$ cat src/rtl/dkr_pkg.sv
/*
 * Constants for the drive register bank: byte offsets, field positions,
 * function codes, error flag slots and timing.
 * Assumes a 50 MHz ref_clk and 16-bit drive registers.
 */
package dkr_pkg;
    // ------------------------------------------------------------
    // Register byte offsets
    // ------------------------------------------------------------
    localparam logic [5:0] OFS_CTRL1 = 6'h00;
    localparam logic [5:0] OFS_STATUS = 6'h04;
    localparam logic [5:0] OFS_FAULT_A = 6'h08;
    localparam logic [5:0] OFS_DIAG = 6'h0c;
    localparam logic [5:0] OFS_ATTN = 6'h10;
    localparam logic [5:0] OFS_SECT_TRK = 6'h14;
    localparam logic [5:0] OFS_KIND = 6'h18;
    localparam logic [5:0] OFS_ROTPOS = 6'h1c;
    localparam logic [5:0] OFS_SERIAL = 6'h20;
    localparam logic [5:0] OFS_FMT_CTL = 6'h24;
    localparam logic [5:0] OFS_TCYL = 6'h28;
    localparam logic [5:0] OFS_PCYL = 6'h2c;
    localparam logic [5:0] OFS_FAULT_B = 6'h30;
    // ------------------------------------------------------------
    // Field positions
    // ------------------------------------------------------------
    localparam int GO_BIT = 0;
    localparam int STS_ATTN_BIT = 15;
    localparam int STS_ES_BIT = 14;
    localparam int FC_CMOD_BIT = 15;
    localparam int FC_MOVE_BIT = 14;
    localparam int FC_FMT16_BIT = 12;
    localparam int FC_ECCI_BIT = 11;
    localparam int FC_HCI_BIT = 10;
    localparam int KIND_MOVHEAD_BIT = 13;
    localparam int KIND_DUAL_BIT = 11;
    localparam int FLT_B_PROG_BIT = 15;
    localparam int FLT_B_ROM_BIT = 14;
    // ------------------------------------------------------------
    // Function codes, go bit included
    // ------------------------------------------------------------
    localparam logic [5:0] CMD_NOP1 = 6'h01;
    localparam logic [5:0] CMD_SEEK = 6'h05;
    localparam logic [5:0] CMD_RECAL = 6'h07;
    localparam logic [5:0] CMD_DCLR = 6'h09;
    localparam logic [5:0] CMD_RELEASE = 6'h0b;
    localparam logic [5:0] CMD_OFFSET = 6'h0d;
    localparam logic [5:0] CMD_RTC = 6'h0f;
    localparam logic [5:0] CMD_PRESET = 6'h11;
    localparam logic [5:0] CMD_NOP2 = 6'h13;
    localparam logic [5:0] CMD_SEARCH = 6'h19;
    localparam logic [5:0] CMD_DIAG = 6'h1d;
    localparam logic [5:0] CMD_WCHK = 6'h29;
    localparam logic [5:0] CMD_WCHKHD = 6'h2b;
    localparam logic [5:0] CMD_WRITE = 6'h31;
    localparam logic [5:0] CMD_FMTTRK = 6'h33;
    localparam logic [5:0] CMD_WRDESC = 6'h35;
    localparam logic [5:0] CMD_READ = 6'h39;
    localparam logic [5:0] CMD_RDHD = 6'h3b;
    localparam logic [5:0] CMD_RDDESC = 6'h3d;
    // ------------------------------------------------------------
    // Error flag slots (0-7 are fault_a bits 0-7)
    // ------------------------------------------------------------
    localparam int NFLAGS = 10;
    localparam int F_ILF = 0;
    localparam int F_ILR = 1;
    localparam int F_RMR = 2;
    localparam int F_PAR = 3;
    localparam int F_FMT = 4;
    localparam int F_WCF = 5;
    localparam int F_ECH = 6;
    localparam int F_HCE = 7;
    localparam int F_ROM = 8;
    localparam int F_PRG = 9;
    // ------------------------------------------------------------
    // Geometry, layout and timing
    // ------------------------------------------------------------
    localparam logic [5:0] LAST_SECTOR = 6'h31;
    localparam logic [8:0] DESC_BASE = 9'h080;
    localparam logic [8:0] DESC_EXTRA = 9'h0d8;
    localparam logic [8:0] KIND_CODE = 9'h0a5;  // Arbitrary value
    localparam logic [15:0] SERIAL_BCD = 16'h1234;  // Arbitrary value
    localparam int CLK_PERIOD_NS = 20;
    localparam int WCLK_GAP_NS = 1000;
    localparam int WCLK_GAP_CYC = WCLK_GAP_NS / CLK_PERIOD_NS;
endpackage

$ cat src/rtl/dkr_flag.sv
/*
 * One sticky error flag: a set wins over a clear in the same cycle.
 * Assumes ref_clk and synchronous active-low resetn.
 */
module dkr_flag (
    input wire logic ref_clk,
    input wire logic resetn,
    input wire logic set,
    input wire logic clr,
    output logic flag_q
);
    always_ff @(posedge ref_clk) begin
        if (!resetn) begin
            flag_q <= 1'b0;
        end else begin
            flag_q <= set | (flag_q & ~clr);
        end
    end
endmodule

$ cat src/rtl/dkr_wclk_watch.sv
/*
 * Watches for write clock pulses while a write is under way.
 * Assumes write_active and write_clk are synchronous to ref_clk.
 */
module dkr_wclk_watch
    import dkr_pkg::*;
(
    input wire logic ref_clk,
    input wire logic resetn,
    input wire logic write_active,
    input wire logic write_clk,
    output logic fail
);
    logic [7:0] gap_q;

    // Counts idle cycles since the last write clock of this write
    always_ff @(posedge ref_clk) begin
        if (!resetn || !write_active || write_clk) begin
            gap_q <= 8'h00;
        end else if (gap_q != 8'(WCLK_GAP_CYC)) begin
            gap_q <= gap_q + 8'h01;
        end
    end

    // One pulse when the gap first reaches the limit
    assign fail = write_active && !write_clk &&
                  (gap_q == 8'(WCLK_GAP_CYC - 1));
endmodule

$ cat src/rtl/dkr_regs.sv
/*
 * Drive register bank: control word, error flags, attention summary,
 * sector/track, kind, look-ahead, serial, format control, cylinders.
 * Assumes a register port synchronous to ref_clk with one-cycle read
 * and write strobes; mechanics report through plain event inputs.
 */
module dkr_regs
    import dkr_pkg::*;
(
    input wire logic ref_clk,
    input wire logic resetn,
    input wire logic bus_init,
    input wire logic [5:0] reg_addr,
    input wire logic reg_wr,
    input wire logic reg_rd,
    input wire logic [15:0] reg_wdata,
    input wire logic ctl_par_err,
    input wire logic [7:0] drive_atn,
    input wire logic hdr_cmp_fail,
    input wire logic ecc_hard,
    input wire logic write_active,
    input wire logic write_clk,
    input wire logic data_par_err,
    input wire logic hdr_fmt_valid,
    input wire logic hdr_fmt16,
    input wire logic rom_par_err,
    input wire logic rom_err_clr,
    input wire logic sector_done,
    input wire logic op_done,
    input wire logic [5:0] sector_under_head,
    input wire logic [9:0] cyl_position,
    input wire logic heads_moving,
    input wire logic dual_port,
    output logic [15:0] reg_rdata_q,
    output logic go_q,
    output logic [4:0] fn_code_q,
    output logic cmd_start_q,
    output logic error_summary_q,
    output logic device_check_q,
    output logic ecc_inhibit_q,
    output logic full_field_q,
    output logic fmt16_q,
    output logic [8:0] desc_offset_q,
    output logic [9:0] target_cyl_q,
    output logic [5:0] sector_q,
    output logic [5:0] track_q
);
    // ------------------------------------------------------------
    // Address decode and write qualification
    // ------------------------------------------------------------
    logic addr_legal;
    logic wr_refused;
    logic wr_ok;
    logic cmd_load;
    logic cmd_legal;
    logic cmd_desc;
    logic cmd_dclr;
    logic cmd_accept;
    logic [5:0] cmd_val;
    logic [NFLAGS-1:0] flag_set;
    logic [NFLAGS-1:0] flag_clr;
    logic [NFLAGS-1:0] flag_q;
    logic wclk_fail;
    logic [7:0] attn_q;
    logic [7:0] attn_prev_q;
    logic [15:0] diag_q;
    logic cmod_q;
    logic move_q;
    logic [9:0] pres_cyl_q;

    always_comb begin
        unique case (reg_addr)
            OFS_CTRL1, OFS_STATUS, OFS_FAULT_A, OFS_DIAG, OFS_ATTN,
            OFS_SECT_TRK, OFS_KIND, OFS_ROTPOS, OFS_SERIAL,
            OFS_FMT_CTL, OFS_TCYL, OFS_PCYL, OFS_FAULT_B:
                addr_legal = 1'b1;
            default: addr_legal = 1'b0;
        endcase
    end

    // Only attention summary may be written while an operation runs
    assign wr_refused = reg_wr && addr_legal && go_q &&
                        (reg_addr != OFS_ATTN);
    // A write with a control parity fault is dropped, not stored
    assign wr_ok = reg_wr && addr_legal && !ctl_par_err && !wr_refused;

    // ------------------------------------------------------------
    // Command decode
    // ------------------------------------------------------------
    assign cmd_val = reg_wdata[5:0];
    assign cmd_load = wr_ok && (reg_addr == OFS_CTRL1) &&
                      reg_wdata[GO_BIT];
    always_comb begin
        unique case (cmd_val)
            CMD_NOP1, CMD_SEEK, CMD_RECAL, CMD_DCLR, CMD_RELEASE,
            CMD_OFFSET, CMD_RTC, CMD_PRESET, CMD_NOP2, CMD_SEARCH,
            CMD_DIAG, CMD_WCHK, CMD_WCHKHD, CMD_WRITE, CMD_FMTTRK,
            CMD_WRDESC, CMD_READ, CMD_RDHD, CMD_RDDESC:
                cmd_legal = 1'b1;
            default: cmd_legal = 1'b0;
        endcase
    end
    assign cmd_desc = (cmd_val == CMD_FMTTRK) ||
                      (cmd_val == CMD_WRDESC) ||
                      (cmd_val == CMD_RDDESC);
    assign cmd_dclr = cmd_load && (cmd_val == CMD_DCLR);
    // Drive clear completes at once, so it never raises go
    assign cmd_accept = cmd_load && cmd_legal && !cmd_dclr &&
                        !error_summary_q &&
                        !(cmd_desc && !cmod_q);

    // ------------------------------------------------------------
    // Error flags
    // ------------------------------------------------------------
    dkr_wclk_watch u_wclk (
        .ref_clk(ref_clk),
        .resetn(resetn),
        .write_active(write_active),
        .write_clk(write_clk),
        .fail(wclk_fail)
    );

    always_comb begin
        flag_set = '0;
        flag_set[F_HCE] = hdr_cmp_fail;
        flag_set[F_ECH] = ecc_hard;
        flag_set[F_WCF] = wclk_fail;
        flag_set[F_FMT] = hdr_fmt_valid && (hdr_fmt16 != fmt16_q);
        flag_set[F_PAR] = (data_par_err && write_active) ||
                          (reg_wr && ctl_par_err);
        flag_set[F_RMR] = wr_refused;
        flag_set[F_ILR] = (reg_wr || reg_rd) && !addr_legal;
        flag_set[F_ILF] = cmd_load && !cmd_legal;
        flag_set[F_ROM] = rom_par_err;
        flag_set[F_PRG] = cmd_load && cmd_legal && cmd_desc &&
                          !cmod_q;
        flag_clr = {NFLAGS{bus_init || cmd_dclr}};
        flag_clr[F_ROM] = bus_init || cmd_dclr || rom_err_clr;
    end
    genvar gi;
    generate
        for (gi = 0; gi < NFLAGS; gi++) begin : g_flag
            dkr_flag u_flag (
                .ref_clk(ref_clk),
                .resetn(resetn),
                .set(flag_set[gi]),
                .clr(flag_clr[gi]),
                .flag_q(flag_q[gi])
            );
        end
    endgenerate
    // Summary trails the flags by one cycle
    always_ff @(posedge ref_clk) begin
        if (!resetn) begin
            error_summary_q <= 1'b0;
            device_check_q <= 1'b0;
        end else begin
            error_summary_q <= |flag_q;
            device_check_q <= flag_q[F_ROM];
        end
    end

    // ------------------------------------------------------------
    // Control word and go
    // ------------------------------------------------------------
    always_ff @(posedge ref_clk) begin
        if (!resetn || bus_init) begin
            go_q <= 1'b0;
            fn_code_q <= 5'h00;
            cmd_start_q <= 1'b0;
        end else begin
            cmd_start_q <= cmd_accept;
            if (cmd_accept) begin
                go_q <= 1'b1;
                fn_code_q <= cmd_val[5:1];
            end else if (op_done) begin
                go_q <= 1'b0;
            end
        end
    end

    // ------------------------------------------------------------
    // Attention summary
    // ------------------------------------------------------------
    always_ff @(posedge ref_clk) begin
        // Tracked through bus_init so a held line is no fresh rise
        attn_prev_q <= resetn ? drive_atn : 8'h00;
        if (!resetn || bus_init) begin
            attn_q <= 8'h00;
        end else begin
            // Rise sets; drive release or a written one clears
            attn_q <= drive_atn & ((drive_atn & ~attn_prev_q) |
                      (attn_q & ~((wr_ok && reg_addr == OFS_ATTN) ?
                      reg_wdata[7:0] : 8'h00)));
        end
    end

    // ------------------------------------------------------------
    // Sector and track address
    // ------------------------------------------------------------
    always_ff @(posedge ref_clk) begin
        if (!resetn) begin
            sector_q <= 6'h00;
            track_q <= 6'h00;
        end else if (wr_ok && reg_addr == OFS_SECT_TRK) begin
            sector_q <= reg_wdata[5:0];
            track_q <= reg_wdata[13:8];
        end else if (sector_done) begin
            if (sector_q == LAST_SECTOR) begin
                sector_q <= 6'h00;
                track_q <= track_q + 6'h01;
            end else begin
                sector_q <= sector_q + 6'h01;
            end
        end
    end

    // ------------------------------------------------------------
    // Format control, cylinders, diagnostics
    // ------------------------------------------------------------
    always_ff @(posedge ref_clk) begin
        if (!resetn) begin
            cmod_q <= 1'b0;
            move_q <= 1'b0;
            fmt16_q <= 1'b0;
            ecc_inhibit_q <= 1'b0;
            full_field_q <= 1'b0;
            desc_offset_q <= DESC_BASE;
        end else if (wr_ok && reg_addr == OFS_FMT_CTL) begin
            cmod_q <= reg_wdata[FC_CMOD_BIT];
            move_q <= reg_wdata[FC_MOVE_BIT];
            fmt16_q <= reg_wdata[FC_FMT16_BIT];
            ecc_inhibit_q <= reg_wdata[FC_ECCI_BIT];
            full_field_q <= reg_wdata[FC_HCI_BIT];
            desc_offset_q <= reg_wdata[FC_MOVE_BIT] ?
                             DESC_BASE + DESC_EXTRA : DESC_BASE;
        end
    end

    always_ff @(posedge ref_clk) begin
        if (!resetn) begin
            target_cyl_q <= 10'h000;
            diag_q <= 16'h0000;
        end else if (wr_ok) begin
            if (reg_addr == OFS_TCYL) begin
                target_cyl_q <= reg_wdata[9:0];
            end
            if (reg_addr == OFS_DIAG) begin
                diag_q <= reg_wdata;
            end
        end
    end
    // Held while seeking so software never sees a moving count
    always_ff @(posedge ref_clk) begin
        if (!resetn) begin
            pres_cyl_q <= 10'h000;
        end else if (!heads_moving) begin
            pres_cyl_q <= cyl_position;
        end
    end

    // ------------------------------------------------------------
    // Read path
    // ------------------------------------------------------------
    always_ff @(posedge ref_clk) begin
        if (!resetn) begin
            reg_rdata_q <= 16'h0000;
        end else if (reg_rd) begin
            reg_rdata_q <= 16'h0000;
            unique case (reg_addr)
                OFS_CTRL1: reg_rdata_q <= {10'h000, fn_code_q, go_q};
                OFS_STATUS: reg_rdata_q[STS_ATTN_BIT:STS_ES_BIT] <=
                    {error_summary_q, error_summary_q};
                OFS_FAULT_A: reg_rdata_q[7:0] <= flag_q[F_HCE:F_ILF];
                OFS_DIAG: reg_rdata_q <= diag_q;
                OFS_ATTN: reg_rdata_q[7:0] <= attn_q;
                OFS_SECT_TRK: reg_rdata_q <= {2'b00, track_q, 2'b00,
                                              sector_q};
                OFS_KIND: begin
                    reg_rdata_q[KIND_MOVHEAD_BIT] <= 1'b1;
                    reg_rdata_q[KIND_DUAL_BIT] <= dual_port;
                    reg_rdata_q[8:0] <= KIND_CODE;
                end
                OFS_ROTPOS: reg_rdata_q[12:6] <=
                    {1'b0, sector_under_head};
                OFS_SERIAL: reg_rdata_q <= SERIAL_BCD;
                OFS_FMT_CTL: reg_rdata_q[FC_CMOD_BIT:FC_HCI_BIT] <=
                    {cmod_q, move_q, 1'b0, fmt16_q, ecc_inhibit_q,
                     full_field_q};
                OFS_TCYL: reg_rdata_q[9:0] <= target_cyl_q;
                OFS_PCYL: reg_rdata_q[9:0] <= pres_cyl_q;
                OFS_FAULT_B: reg_rdata_q[FLT_B_PROG_BIT:FLT_B_ROM_BIT] <=
                    flag_q[F_PRG:F_ROM];
                default: reg_rdata_q <= 16'h0000;
            endcase
        end
    end

    // ------------------------------------------------------------
    // Checks
    // ------------------------------------------------------------
    hdr_cmp_flag_a: assert property (@(posedge ref_clk)
        disable iff (!resetn) hdr_cmp_fail |=> flag_q[F_HCE])
        else $error("header compare flag not set");
    refused_write_a: assert property (@(posedge ref_clk)
        disable iff (!resetn)
        (reg_wr && go_q && addr_legal && reg_addr != OFS_ATTN)
        |=> flag_q[F_RMR] && $stable(target_cyl_q))
        else $error("write during go not refused");
    illegal_reg_a: assert property (@(posedge ref_clk)
        disable iff (!resetn)
        (reg_rd && !addr_legal) |=> flag_q[F_ILR] ##1 error_summary_q)
        else $error("illegal register not flagged");
    drive_clear_a: assert property (@(posedge ref_clk)
        disable iff (!resetn)
        (cmd_dclr && flag_set == '0) |=> flag_q == '0 ##1
        !error_summary_q)
        else $error("drive clear left flags set");
    prog_error_a: assert property (@(posedge ref_clk)
        disable iff (!resetn)
        (cmd_load && cmd_val == CMD_FMTTRK && !cmod_q)
        |=> flag_q[F_PRG] && !cmd_start_q)
        else $error("format without modifier accepted");
    summary_block_a: assert property (@(posedge ref_clk)
        disable iff (!resetn)
        (error_summary_q && cmd_load && !go_q) |=> !cmd_start_q)
        else $error("command taken under error summary");
    go_done_a: assert property (@(posedge ref_clk)
        disable iff (!resetn)
        (go_q && op_done && !cmd_accept) |=> !go_q)
        else $error("go not cleared at end of operation");
    sector_wrap_a: assert property (@(posedge ref_clk)
        disable iff (!resetn)
        (sector_done && sector_q == LAST_SECTOR && !wr_ok)
        |=> sector_q == 6'h00 && track_q == $past(track_q) + 6'h01)
        else $error("track not advanced past last sector");
    attn_w1c_a: assert property (@(posedge ref_clk)
        disable iff (!resetn || bus_init)
        (wr_ok && reg_addr == OFS_ATTN && attn_q[0] && drive_atn[0]
         && !reg_wdata[0]) |=> attn_q[0])
        else $error("attention bit lost on zero write");
endmodule

$ cat config.mk
export PLATFORM = sky130hd
export DESIGN_NAME = dkr_regs
export DESIGN_NICKNAME = d
export VERILOG_FILES = /design/src/rtl/dkr_pkg.sv /design/src/rtl/dkr_flag.sv /design/src/rtl/dkr_wclk_watch.sv /design/src/rtl/dkr_regs.sv
export SDC_FILE = /design/constraint.sdc
export NUM_CORES = 1
export LEC_CHECK = 0
export ABC_CLOCK_PERIOD_IN_PS = 4000
export BUFFER_PORTS_ARGS = -buffer_cell sky130_fd_sc_hd__buf_2
export CAP_MARGIN = 40
export CELL_PAD_IN_SITES_DETAIL_PLACEMENT = 0
export CELL_PAD_IN_SITES_GLOBAL_PLACEMENT = 1
export CORE_MARGIN = 1
export CORE_UTILIZATION = 43
export DETAILED_ROUTE_END_ITERATION = 6
export GPL_TIMING_DRIVEN = 0
export PLACE_DENSITY_LB_ADDON = 0.1
export SYNTH_ARGS = -nofsm -noshare
export SYNTH_HDL_FRONTEND = slang
export SYNTH_SLANG_ARGS = --single-unit
$ cat constraint.sdc
create_clock -name ref_clk -period 4 [get_ports ref_clk]
set_clock_uncertainty 0.05 [all_clocks]
set_input_delay 0.2 -clock ref_clk [delete_from_list [all_inputs] [get_ports ref_clk]]
set_output_delay 0.2 -clock ref_clk [all_outputs]
set_load 0.005 [all_outputs]
==> summary.md <==
| Metric | Value |
|---|---|
| Status | `complete, no violations` |
| Global Route Usage Sum | `0.287` |
| Std cell rows | `40` |
| # nets final | `840` |
| Mapped Cells | `607` |
| Hold-fix buffers, CTS | `25` |
| RR Endpoint | `diag_q[15]` |
| Final cell count without fillers | `930` |
| Peak supply drop | `0.284 mV` |
| RSZ-0062 raised after global routing | `false` |
| Critical Path Sink Type | `flop` |
| Final Setup Violations | `0` |
| Worst-path cell chain | `clkbuf_1, clkbuf_1, clkbuf_1, a2bb2oi_1, o22ai_1, a211oi_1, o21ai_1` |
| Post-CTS Setup Inserts | `0` |
| H-tree depth | `4` |
| Die Ht | `113 µm` |
| Post-Place Cells | `871` |
| R2R Path Start | `go_q` |
| Detail Placement HPWL | `13000 µm` |
| Syn_area_per_cell | `8.76 µm²` |
| Starting Density | `0.443` |
| Post-synth top flop | `dfxtp_1` |
| Synthesis Warnings | `0` |
| Grt ovf | `0` |
| Total core area | `12000 µm²` |
| Worst Reg-to-Reg Cells | `6` |
| Die area | `12800 µm²` |
| Vias in the first global route | `4907` |
| Routed wire length | `17800 µm` |
| DR WL/cell | `19.1 µm` |
| R2R Setup Slk | `1970 ps` |
| Slew HR | `0.400` |
| P per Cell Area | `407 nW/µm²` |
| Fin. max-slew vios | `0` |
| Placer Congestion | `0.912` |
| Post-DR vias/cell | `5.65` |
| Worst Hold End | `diag_q[13]` |
| Number of fillers in the final layout | `1126` |
| IO Pins | `124` |
| Initial antenna violation count | `1` |
| Pre-Repair DR Iteration Count | `5` |
| Synth cell types | `67` |
| CP startpoint | `reg_addr[2]` |
| Critical Path Fanout Max | `10` |
| Worst Hold Class | `input pin to flop` |
| CTS Buf Count | `17` |
| Clock Pin Slew Worst Setup and Hold Paths | `50 ps` |
| Max Cap Viol | `0` |
| EDFF count, synth | `0` |
| Die width | `113 µm` |
| Final period util | `0.547` |
| Cell with the most instances on the worst path | `clkbuf_1` |
| Routed Antenna Nets | `0` |
| Area added between synthesis and finish | `30.1%` |
| Crit path required time | `4240 ps` |
| Async SR Flop Fraction | `0` |
| Final setup TNS | `0 ps` |
| Leakage Power | `2.87 nW` |
| Max clock buf depth | `2` |
| Min-delay src | `reg_wdata[13]` |
| Register area share after synthesis | `0.426` |
| DR vias | `5254` |
| Kind of critical path | `input pin to flop` |
| Fmax | `457 MHz` |
| Endpoints failing hold | `0` |
| Clk Latency, worst-skew pair | `420 ps` |
| # DRC | `0` |
| Sink Count | `113` |
| CP bufs+invs | `3` |
| Worst EP arrival | `2430 ps` |
| Share of cells above drive strength 1 | `0.229` |
| Startpoint types | `input pin` |
| Post-Syn Area | `5320 µm²` |
| Final worst path period need | `2190 ps` |
| Count of input and output buffers | `111` |
| Least-Margin Pin Slew | `892 ps` |
| CP max stage cell | `clkbuf_1` |
| Clk Tree Root Cell | `clkbuf_16` |
| WHS Path Cells | `3` |
| CP max stage delay | `530 ps` |
| Largest net degree at the start of global routing | `17` |
| Global-route wire length before repair | `27100 µm` |
| # resized after CTS | `0` |
| Delay-heaviest family, CP | `buffers and inverters` |
| CTS tree | `yes` |
| 1st-iter DRT viols | `455` |
| Yosys reg bits | `113` |
## worst min-delay path: stages
cell and delay, ps:
buf_2 100, mux2i_1 60, nor2_1 80
## cell usage in the layout, fill, tap and decap left out, types with 3 or more instances in the layout
| master | count |
|---|---|
| a222oi_1 | 4 |
| a211oi_2 | 5 |
| a22o_1 | 7 |
| o21ai_0 | 27 |
| clkbuf_1 | 23 |
| a221oi_1 | 4 |
| clkbuf_8 | 3 |
| a2bb2oi_1 | 3 |
| nor2b_1 | 5 |
| and3_1 | 3 |
| nor4b_1 | 4 |
| buf_2 | 117 |
| mux2_2 | 3 |
| dfxtp_1 | 113 |
| mux2i_1 | 47 |
| a21o_1 | 5 |
| clkinv_2 | 9 |
| buf_4 | 10 |
| xor2_1 | 8 |
| nand2_1 | 33 |
| o21ai_1 | 9 |
| a31oi_1 | 8 |
| a21oi_1 | 35 |
| nor3_1 | 9 |
| or3_1 | 4 |
| a22oi_1 | 13 |
| nor2_1 | 91 |
| buf_1 | 3 |
| xnor2_1 | 6 |
| and2_1 | 13 |
| inv_1 | 19 |
| nand2b_1 | 12 |
| a211oi_1 | 3 |
| nand3_1 | 19 |
| clkbuf_16 | 17 |
| ha_1 | 6 |
| dlygate4sd3_1 | 25 |
| conb_1 | 4 |
| nand4_1 | 6 |
| o2bb2ai_1 | 3 |
## where the power goes
group,internal [mW],switching [mW],total [mW]
logic,0.0928,0.135,0.228
registers,1.15,0.0203,1.17
clock network,0.889,0.525,1.41
total,2.13,0.680,2.81
## registers in the layout (all words and copies together), names as in the netlist
register,count
diag_q,16
attn_prev_q,8
reg_rdata_q,16
cmd_start_q,1
desc_offset_q,2
sector_q,6
ecc_inhibit_q,1
g_flag.u_flag.flag_q,10
fmt16_q,1
error_summary_q,1
fn_code_q,5
u_wclk.gap_q,8
cmod_q,1
full_field_q,1
track_q,6
attn_q,8
target_cyl_q,10
device_check_q,1
go_q,1
pres_cyl_q,10
## cells by family (layout without fill, tap and decap cells)
kind of cell | after synthesis | in the layout | share of synthesized area
AND/OR/NAND/NOR | 218 | 218 | 0.204
AO/OA/AOI/OAI | 144 | 144 | 0.186
flip-flops | 113 | 113 | 0.426
buffers and inverters | 61 | 233 | 0.0516
multiplexers | 50 | 50 | 0.0949
XOR/XNOR | 14 | 14 | 0.0231
adder cells (fa/ha/maj) | 6 | 6 | 0.0141
other | 1 | 5 | 0.000706
## per-layer routing
layer  GRT usage  share of wire
met1       0.366           0.44
met2       0.465           0.46
met3      0.0739          0.074
met4       0.111          0.025
met5           0              0
## through the flow
step	instance area [µm²]	worst slack (ps)	hold slack [ps]	total power, mW	util
after global routing	6910	1720	32.7	2.90	0.575
after global placement	6070	1390	332	1.40	0.505
final	6910	1810	18.7	2.81	0.576
after detailed placement	6090	1420	337	1.40	0.507
after floorplan	5330	2100	266	1.30	-
after CTS	6900	1880	11.6	2.82	0.574
## Yosys cell counts, types with 7 or more instances
| cell | count | share of area |
|---|---|---|
| mux2i_1 | 47 | 0.089 |
| nand2_1 | 33 | 0.023 |
| a21oi_1 | 35 | 0.033 |
| a22o_1 | 7 | 0.012 |
| buf_4 | 8 | 0.011 |
| o21ai_1 | 9 | 0.0085 |
| nand2b_1 | 12 | 0.014 |
| and2_1 | 13 | 0.015 |
| nor2_1 | 91 | 0.064 |
| o21ai_0 | 27 | 0.025 |
| xor2_1 | 8 | 0.013 |
| clkbuf_1 | 23 | 0.016 |
| nor3_1 | 9 | 0.0085 |
| nand3_1 | 19 | 0.018 |
| a22oi_1 | 13 | 0.018 |
| a31oi_1 | 8 | 0.0094 |
| dfxtp_1 | 113 | 0.43 |
| inv_1 | 19 | 0.013 |
## layout make-up
| cell class | count | area [µm²] | share of cell area |
|---|---|---|---|
| inverter | 20 | 75.1 | 0.0109 |
| clock inverter | 12 | 90.1 | 0.0130 |
| timing repair buffer | 140 | 845 | 0.122 |
| antenna | 1 | 2.50 | 0.000362 |
| sequential | 113 | 2260 | 0.327 |
| tap | 147 | 184 | 0.0266 |
| buffer | 41 | 199 | 0.0288 |
| clock buffer | 20 | 467 | 0.0675 |
| multi-input combinational | 436 | 2790 | 0.404 |
## how the worst max path moves through the flow
stage,to,slack (ps),cells past startpoint
2_1_floorplan,diag_q[10],2100,7
3_3_place_gp,reg_rdata_q[0],1390,7
4_1_cts,reg_rdata_q[0],1880,7
6_report,reg_rdata_q[0],1810,7
3_5_place_dp,reg_rdata_q[0],1420,7
5_1_grt,reg_rdata_q[0],1720,7
Power figures use the tool's default switching activity.
